===== src/epv_pkg.sv =====
// Package of constants for exception priority arbitration and vectoring.
package epv_pkg;
    localparam int NUM_VEC = 64;
    localparam int VEC_W = 6;
    localparam int PRIO_W = 3;
    localparam int SPRIO_W = 5;
    localparam int ADDR_W = 32;
    localparam logic [ADDR_W-1:0] VBASE_RESET = 32'h0000_0000;
    localparam logic [ADDR_W-1:0] VBASE_MIN = 32'h0000_0100;
    localparam logic [ADDR_W-1:0] VBASE_MAX = 32'h3fff_ff00;
    localparam logic [ADDR_W-1:0] VBASE_ALIGN_MASK = 32'hffff_ff00;
    localparam logic [ADDR_W-1:0] IRQ_OFFSET = 32'h0000_0040;
    localparam logic [VEC_W-1:0] VEC_SP = 6'h00;
    localparam logic [VEC_W-1:0] VEC_RESET = 6'h01;
    localparam logic [VEC_W-1:0] VEC_NMI = 6'h02;
    localparam logic [VEC_W-1:0] VEC_HARD = 6'h03;
    localparam logic [VEC_W-1:0] VEC_BUS = 6'h05;
    localparam logic [VEC_W-1:0] VEC_IRQ0 = 6'h10;
    localparam logic signed [SPRIO_W-1:0] PRIO_RESET_LVL = -5'sd3;
    localparam logic signed [SPRIO_W-1:0] PRIO_NMI_LVL = -5'sd2;
    localparam logic signed [SPRIO_W-1:0] PRIO_HARD_LVL = -5'sd1;
    localparam logic signed [SPRIO_W-1:0] PRIO_THREAD_LVL = 5'sd8;
    localparam logic [PRIO_W-1:0] PRIO_CFG_RESET = 3'h0;
    localparam logic [NUM_VEC-1:0] VEC_VALID = 64'hffff_ffff_ffff_d87e;
    localparam logic [NUM_VEC-1:0] PEND_RESET = 64'h0000_0000_0000_0002;
endpackage

===== src/epv_arbiter.sv =====
// Exception priority arbiter with vector address generation.
// Functional notes
// - Table base is address zero after reset until relocated.
// - Entry zero gives stack pointer reset value; others give handler starts.
// - Privileged writes relocate the table base within 0x100 to 0x3fffff00.
// - Handler offset is four times the vector number.
// - Peripheral interrupts start at vector 16, offset 0x40.
// - Lower priority value means more urgent.
// - Reset, hard fault and NMI priorities are fixed; others configurable.
// - Configurable priorities reset to zero and hold until written.
// - Configurable priorities span 0 through 7 only.
// - Fixed negative priorities always beat configurable ones.
// - Equal priorities resolve to the lowest exception number.
// - Strictly more urgent arrivals preempt the running handler.
// - Equal priority arrivals do not preempt; they stay pending.
// - Reset is -3, NMI -2, hard fault -1.
// - Each exception is inactive, pending, active, or active and pending.
module epv_arbiter (
    // Clock and reset
    input wire logic clk,
    input wire logic nrst,
    // Exception requests, one pulse or level per vector number
    input wire logic [epv_pkg::NUM_VEC-1:0] exc_req,
    // Table relocation write
    input wire logic vbase_wr,
    input wire logic vbase_priv,
    input wire logic [epv_pkg::ADDR_W-1:0] vbase_wdata,
    // Priority write
    input wire logic prio_wr,
    input wire logic [epv_pkg::VEC_W-1:0] prio_idx,
    input wire logic [epv_pkg::PRIO_W-1:0] prio_wdata,
    // Core handshake
    input wire logic entry_ack,
    input wire logic exc_return,
    input wire logic [epv_pkg::VEC_W-1:0] return_vec,
    // Outputs to the core
    output logic take_req,
    output logic [epv_pkg::VEC_W-1:0] take_vec,
    output logic [epv_pkg::ADDR_W-1:0] take_addr,
    output logic signed [epv_pkg::SPRIO_W-1:0] take_prio,
    output logic [epv_pkg::ADDR_W-1:0] sp_addr,
    output logic [epv_pkg::ADDR_W-1:0] vector_table_base,
    output logic signed [epv_pkg::SPRIO_W-1:0] run_prio,
    output logic [epv_pkg::NUM_VEC-1:0] pend_state,
    output logic [epv_pkg::NUM_VEC-1:0] act_state
);
    import epv_pkg::*;

    logic [ADDR_W-1:0] vector_table_base_reg, vector_table_base_next;
    logic [PRIO_W-1:0] prio_reg [NUM_VEC];
    logic [PRIO_W-1:0] prio_next [NUM_VEC];
    logic [NUM_VEC-1:0] pend_reg, pend_next;
    logic [NUM_VEC-1:0] act_reg, act_next;
    logic take_req_reg, take_req_next;
    logic [VEC_W-1:0] take_vec_reg, take_vec_next;
    logic [ADDR_W-1:0] take_addr_reg, take_addr_next;
    logic signed [SPRIO_W-1:0] take_prio_reg, take_prio_next;
    logic signed [SPRIO_W-1:0] run_prio_reg, run_prio_next;
    logic signed [SPRIO_W-1:0] best_prio;
    logic [VEC_W-1:0] best_vec;
    logic best_found;

    // Fixed levels are negative so they sort ahead of every stored value.
    function automatic logic signed [SPRIO_W-1:0] eff_prio(
        input logic [VEC_W-1:0] v, input logic [PRIO_W-1:0] p);
        logic signed [SPRIO_W-1:0] r;
        r = $signed({2'b00, p});
        if (v == VEC_RESET) begin
            r = PRIO_RESET_LVL;
        end else if (v == VEC_NMI) begin
            r = PRIO_NMI_LVL;
        end else if (v == VEC_HARD) begin
            r = PRIO_HARD_LVL;
        end
        return r;
    endfunction

    always_comb begin
        vector_table_base_next = vector_table_base_reg;
        // Out-of-range or unprivileged writes are dropped so that a stray
        // write cannot point the core at an unmapped table.
        if (vbase_wr && vbase_priv && vbase_wdata >= VBASE_MIN &&
            vbase_wdata <= VBASE_MAX) begin
            vector_table_base_next = vbase_wdata & VBASE_ALIGN_MASK;
        end
        for (int i = 0; i < NUM_VEC; i++) begin
            prio_next[i] = prio_reg[i];
        end
        if (prio_wr && prio_idx > VEC_HARD) begin
            prio_next[prio_idx] = prio_wdata;
        end
        best_found = 1'b0;
        best_prio = PRIO_THREAD_LVL;
        best_vec = VEC_SP;
        run_prio_next = PRIO_THREAD_LVL;
        for (int i = 1; i < NUM_VEC; i++) begin
            // Strict compare in ascending order keeps the lowest number.
            if (pend_reg[i] && !act_reg[i] &&
                eff_prio(VEC_W'(i), prio_reg[i]) < best_prio) begin
                best_found = 1'b1;
                best_prio = eff_prio(VEC_W'(i), prio_reg[i]);
                best_vec = VEC_W'(i);
            end
            if (act_reg[i] && eff_prio(VEC_W'(i), prio_reg[i]) <
                run_prio_next) begin
                run_prio_next = eff_prio(VEC_W'(i), prio_reg[i]);
            end
        end
        // Equal level never wins, whatever the number. The level is taken
        // from the active set as it stands now, and nothing is offered in
        // an entry cycle, so a stale winner never reaches the core.
        take_req_next = best_found && (best_prio < run_prio_next) &&
            !(entry_ack && take_req_reg);
        take_vec_next = best_vec;
        take_prio_next = best_prio;
        take_addr_next = vector_table_base_reg +
            {{(ADDR_W-VEC_W-2){1'b0}}, best_vec, 2'b00};
        act_next = act_reg;
        pend_next = pend_reg;
        if (exc_return) begin
            act_next[return_vec] = 1'b0;
        end
        if (entry_ack && take_req_reg) begin
            act_next[take_vec_reg] = 1'b1;
            pend_next[take_vec_reg] = 1'b0;
        end
        // A request in the clearing cycle is kept pending.
        pend_next = pend_next | (exc_req & VEC_VALID);
    end

    always_ff @(posedge clk) begin
        if (!nrst) begin
            vector_table_base_reg <= VBASE_RESET;
            for (int i = 0; i < NUM_VEC; i++) begin
                prio_reg[i] <= PRIO_CFG_RESET;
            end
            pend_reg <= PEND_RESET;
            act_reg <= '0;
            take_req_reg <= 1'b0;
            take_vec_reg <= VEC_SP;
            take_addr_reg <= VBASE_RESET;
            take_prio_reg <= PRIO_THREAD_LVL;
            run_prio_reg <= PRIO_THREAD_LVL;
        end else begin
            vector_table_base_reg <= vector_table_base_next;
            prio_reg <= prio_next;
            pend_reg <= pend_next;
            act_reg <= act_next;
            take_req_reg <= take_req_next;
            take_vec_reg <= take_vec_next;
            take_addr_reg <= take_addr_next;
            take_prio_reg <= take_prio_next;
            run_prio_reg <= run_prio_next;
        end
    end

    assign take_req = take_req_reg;
    assign take_vec = take_vec_reg;
    assign take_addr = take_addr_reg;
    assign take_prio = take_prio_reg;
    assign sp_addr = vector_table_base_reg;
    assign vector_table_base = vector_table_base_reg;
    assign run_prio = run_prio_reg;
    assign pend_state = pend_reg;
    assign act_state = act_reg;

    AST_BASE_RESET: assert property (@(posedge clk)
        !nrst |=> vector_table_base_reg == VBASE_RESET)
        else $error("table base not zero after reset");
    AST_SP_ENTRY: assert property (@(posedge clk) disable iff (!nrst)
        sp_addr == vector_table_base_reg)
        else $error("stack pointer entry not at table base");
    AST_RELOCATE: assert property (@(posedge clk) disable iff (!nrst)
        vbase_wr && vbase_priv && vbase_wdata == VBASE_MIN
        |=> vector_table_base_reg == VBASE_MIN)
        else $error("relocation write not taken");
    AST_NO_UNPRIV: assert property (@(posedge clk) disable iff (!nrst)
        vbase_wr && !vbase_priv |=> $stable(vector_table_base_reg))
        else $error("unprivileged write moved table base");
    AST_OFFSET: assert property (@(posedge clk) disable iff (!nrst)
        take_req_reg && $past(nrst) |-> take_addr_reg ==
        $past(vector_table_base_reg) +
        {{(ADDR_W-VEC_W-2){1'b0}}, take_vec_reg, 2'b00})
        else $error("handler address is not base plus four times vector");
    AST_IRQ_BASE: assert property (@(posedge clk) disable iff (!nrst)
        take_req_reg && take_vec_reg >= VEC_IRQ0 |->
        take_addr_reg - $past(vector_table_base_reg) >= IRQ_OFFSET)
        else $error("interrupt vector below offset 0x40");
    AST_PRIO_RESET: assert property (@(posedge clk)
        !nrst |=> prio_reg[VEC_BUS] == PRIO_CFG_RESET)
        else $error("configurable priority not zero after reset");
    AST_FIXED_PRIO: assert property (@(posedge clk) disable iff (!nrst)
        take_req_reg && take_vec_reg == VEC_NMI |->
        take_prio_reg == PRIO_NMI_LVL)
        else $error("fixed priority was changed");
    AST_FIXED_WINS: assert property (@(posedge clk) disable iff (!nrst)
        take_req_reg && take_vec_reg > VEC_HARD |->
        ($past(pend_reg[3:1] & ~act_reg[3:1]) == 3'h0))
        else $error("configurable exception beat a fixed one");
    AST_STRICT: assert property (@(posedge clk) disable iff (!nrst)
        take_req_reg |-> take_prio_reg < run_prio_reg)
        else $error("preemption without strictly higher priority");
    AST_PEND_SET: assert property (@(posedge clk) disable iff (!nrst)
        exc_req[VEC_BUS] |=> pend_reg[VEC_BUS])
        else $error("request did not set pending");
    AST_NMI_PREEMPT: assert property (@(posedge clk) disable iff (!nrst)
        pend_reg[VEC_NMI] && !act_reg[VEC_NMI] && !act_reg[VEC_RESET] &&
        !(entry_ack && take_req_reg) |=>
        take_req_reg && take_prio_reg <= PRIO_NMI_LVL)
        else $error("pending NMI did not preempt");
    AST_NO_SP_OFFER: assert property (@(posedge clk) disable iff (!nrst)
        take_req_reg |-> take_vec_reg != VEC_SP)
        else $error("stack pointer entry offered as a handler");
    AST_NO_REOFFER: assert property (@(posedge clk) disable iff (!nrst)
        take_req_reg |-> !act_reg[take_vec_reg])
        else $error("active vector offered again");
    AST_PRIO_RANGE: assert property (@(posedge clk) disable iff (!nrst)
        take_req_reg && take_vec_reg > VEC_HARD |->
        take_prio_reg >= 5'sd0 && take_prio_reg <= 5'sd7)
        else $error("configurable priority outside 0 to 7");
endmodule


===== config.mk =====
export PLATFORM = sky130hd
export DESIGN_NAME = epv_arbiter
export DESIGN_NICKNAME = d
export VERILOG_FILES = /design/src/epv_pkg.sv /design/src/epv_arbiter.sv
export SDC_FILE = /design/constraint.sdc
export NUM_CORES = 2
export LEC_CHECK = 0
export BUFFER_PORTS_ARGS = -buffer_cell sky130_fd_sc_hd__buf_2
export CAP_MARGIN = 15
export CORE_UTILIZATION = 41
export DETAILED_ROUTE_END_ITERATION = 6
export GPL_TIMING_DRIVEN = 1
export PLACE_DENSITY = 0.63
export SLEW_MARGIN = 20
export SYNTH_ARGS = -nofsm -noshare
export SYNTH_HDL_FRONTEND = slang
export SYNTH_SLANG_ARGS = --single-unit
export TNS_END_PERCENT = 20

===== constraint.sdc =====
create_clock -name clk -period 67.1 [get_ports clk]
set_input_delay 13.42 -clock clk [delete_from_list [all_inputs] [get_ports clk]]
set_output_delay 13.42 -clock clk [all_outputs]
set_load 0.01 [all_outputs]

==> results.toml <==
[sta]
max_freq_ghz = 0.01583
layout_setup_ws_ns = 3.931
hold_viol = 0
worst_pin_slew_ns = 1.269
drv_slew = 0
clock-skew-final_ns = 0.03338
relSlewSlack_pct = 15.16
period_minus_slack_ns = 63.17
holdWs_ns = 0.4855
timing.final.crit_share_pct = 94.14
setup_violations = 0
tns_ns = 0

[placed_design]
dp_hpwl_um = 96980
gp_congestion = 0.9514
place_ws_ns = 0.2428
io_buffers = 334

[clock_network]
clkLatencyLatePin_ns = 0.61
cts.htree.levels = 2
path_clk_slew_ns = 0.06
clock_path_buffers = 3
cts_root_buf = "clkbuf_16"
cts_inserted_buffers = 46
holdBufCountCts = 0
clock_sinks = 373
cts_tree = "built"

[setup_path]
worstPathMaxFanout = 8
crit_top_cell = "ha_1"
start_kind = "register"
cp.required_ns = 67.61
crit_slowest_cell = "or3_4"
worstPathArrival_ns = 63.68
critical_path_class = "register to register"
worstSetupEndpointType = "register"
critPathMaxStageDelay_ns = 0.43

[synth]
syn_area_um2 = 33940
synth_fa_ha_area_share_pct = 3.358
synth_edf_count = 0
synth_top_family_by_area = "compound AO/OA/AOI/OAI gates"
synth_mux_area_share_pct = 6.373
synthFlopType = "dfxtp_1"
yosys.area.top_type = "dfxtp_1"
synth_top_area_share_pct = 22.00
synthXorXnorAreaFrac_pct = 0
synthSimpleGateAreaFrac_pct = 27.61
synth_compound_area_share_pct = 33.58
syn_area_per_cell_um2 = 7.076
ys_top_cells_by_area = "dfxtp_1 22%, a21oi_1 7.4%, nand2_1 6.4%"
seq_area_frac_synth_pct = 22.00
synthesis.instances = 4797
ys_ff_latch = 373
synth.distinct_cells = 155
async_reset_ff_share_pct = 0
yosys_warnings = 0

[detailed_routing]
dr.pass1.iters = 6
viasPerCell = 6.202
num_vias = 37847
wire_per_inst_um = 21.40
wl_um = 130600
drc = 0
ant_nets = 0
drtIter0Drc = 3400

[min_path]
hp-class = "register to register"

[status]
outcome = "finished, final reports clean"

[cells_and_area]
final_nets = 5178
drive_above_1_share_pct = 15.48
seq_area_um2 = 7467
syn_to_final_growth_pct = 11.84
fillers = 8471
multi_input_area_um2 = 24560
largest_reg_flops = 180

[floorplan]
fp.dieW_um = 289.7
die_area_um2 = 83940
core_um2 = 81980
die_y_um = 289.7
rows = 105
start_util_pct = 41.40
io-pin-count = 359

[power]
p_leak_nw = 14.57
irDropWorstVdd_v = 0.00002265
powerDensity_nw_per_um2 = 26.26

[job]
maxCapViolCount = 0

[global_routing]
grt_pass1_wl_um = 196100
grt_max_degree = 180
grt_use_total_pct = 29.59
antenna_found_initial = 11
grt_pass1_vias = 33891
gr-total-overflow = 0
metal layers:
metal,track usage (%),wire length (um),up-vias
li1,-,-,18134
met1,37.68,55560,17873
met2,46.68,57250,1514
met3,5.848,9994,314
met4,16.37,7684,12
met5,0,82,-
per-stage QoR:
| stage | total power, W | area (um^2) | utilization (%) | cells |
|---|---|---|---|---|
| after floorplan | 0.0006000 | 34010 | - | 4814 |
| after global placement | 0.0007109 | 35820 | 43.69 | 5988 |
| after detailed placement | 0.0007159 | 35820 | 43.69 | 5988 |
| after CTS | 0.0009836 | 37410 | 45.64 | 6073 |
| after global routing | 0.001060 | 37960 | 46.30 | 6100 |
| final | 0.0009969 | 37960 | 46.30 | 6102 |
worst paths after layout:
check	start	endpoint	slack (ns)	cells after the start
hold / removal	act_state[0]$_SDFF_PN0_	act_state[0]$_SDFF_PN0_	0.49	2
setup reg to reg	act_state[1]$_SDFF_PN0_	take_req$_SDFF_PN0_	3.93	357
hold reg to reg	act_state[0]$_SDFF_PN0_	act_state[0]$_SDFF_PN0_	0.49	2
setup / recovery	act_state[1]$_SDFF_PN0_	take_req$_SDFF_PN0_	3.93	357
final cells by class:
class	instances	area share, %
multi-input combinational	3954	64.69
clock inverter	21	0.7251
tap	1070	3.527
antenna	6	0.03955
timing repair buffer	399	5.722
sequential	373	19.67
inverter	215	2.149
clock buffer	64	3.474
logic make-up (layout without fill, tap and decap cells):
family	count (synthesis)	after routing
other cells	1	24
buf+inv	487	699
simple gates	1944	1944
compound gates	1690	1690
mux	206	206
flops	373	373
fa+ha+maj	96	96
placed cells by master (no fill, tap or decap), types with 45 or more instances in the layout:
cell | netlist | layout
o21a_1 | 52 | 51
buf_4 | 62 | 64
ha_1 | 71 | 70
inv_1 | 213 | 211
a31oi_1 | 61 | 59
buf_2 | 10 | 334
nor3_1 | 83 | 79
mux2i_1 | 153 | 149
nor2_1 | 518 | 504
nand2b_1 | 46 | 45
nand3b_1 | 70 | 70
nand2_1 | 581 | 581
o21ai_1 | 29 | 46
nand3_1 | 240 | 237
a21o_1 | 45 | 45
a21oi_1 | 505 | 492
nor3b_1 | 48 | 46
clkbuf_16 | 0 | 46
o22ai_1 | 59 | 58
dfxtp_1 | 373 | 373
and2_1 | 68 | 67
a211oi_1 | 55 | 53
o21ai_0 | 343 | 318
worst max-delay path, delay by kind of cell, from the launching register on:
| kind | cells | cell delay [ns] |
|---|---|---|
| AND/OR/NAND/NOR | 87 | 12.13 |
| buffers and inverters | 35 | 2.46 |
| AO/OA/AOI/OAI | 143 | 23.34 |
| adder cells (fa/ha/maj) | 58 | 15.04 |
| flip-flops | 1 | 0.38 |
| multiplexers | 34 | 9.66 |
synth_stat cells (31+ instances only):
master / instances
a21o_1: 45
o22ai_1: 59
nand3b_1: 70
or2_2: 34
a211o_1: 40
dfxtp_1: 373
a21oi_1: 505
a31oi_1: 61
o31ai_1: 41
ha_1: 71
or3_1: 31
o21a_1: 52
buf_4: 62
mux2_2: 40
o211ai_1: 43
clkbuf_1: 147
nand3_1: 240
nor2_1: 518
nor3_1: 83
mux2i_1: 153
nand2_1: 581
nor2b_1: 43
nor3b_1: 48
a211oi_1: 55
and2_1: 68
nand2b_1: 46
nand4_1: 36
o21ai_0: 343
inv_1: 213
and3_1: 34
report_power, final:
part / switching (W) / internal [W] / leakage, nW / total (W)
logic: 0.000308 / 0.000185 / 10.8 / 0.000493
registers: 0.00000938 / 0.000228 / 3.03 / 0.000238
clock network: 0.000108 / 0.000157 / 0.782 / 0.000266
repair_timing:
| item | 4_1_cts | 5_1_grt |
|---|---|---|
| buffers inserted | 0 | 23 |
| gates resized for setup | 1 | 106 |
| pin swaps | 0 | 14 |
| setup endpoints to repair | 1 | 4 |
No activity file was read; power rests on OpenSTA's default activity.
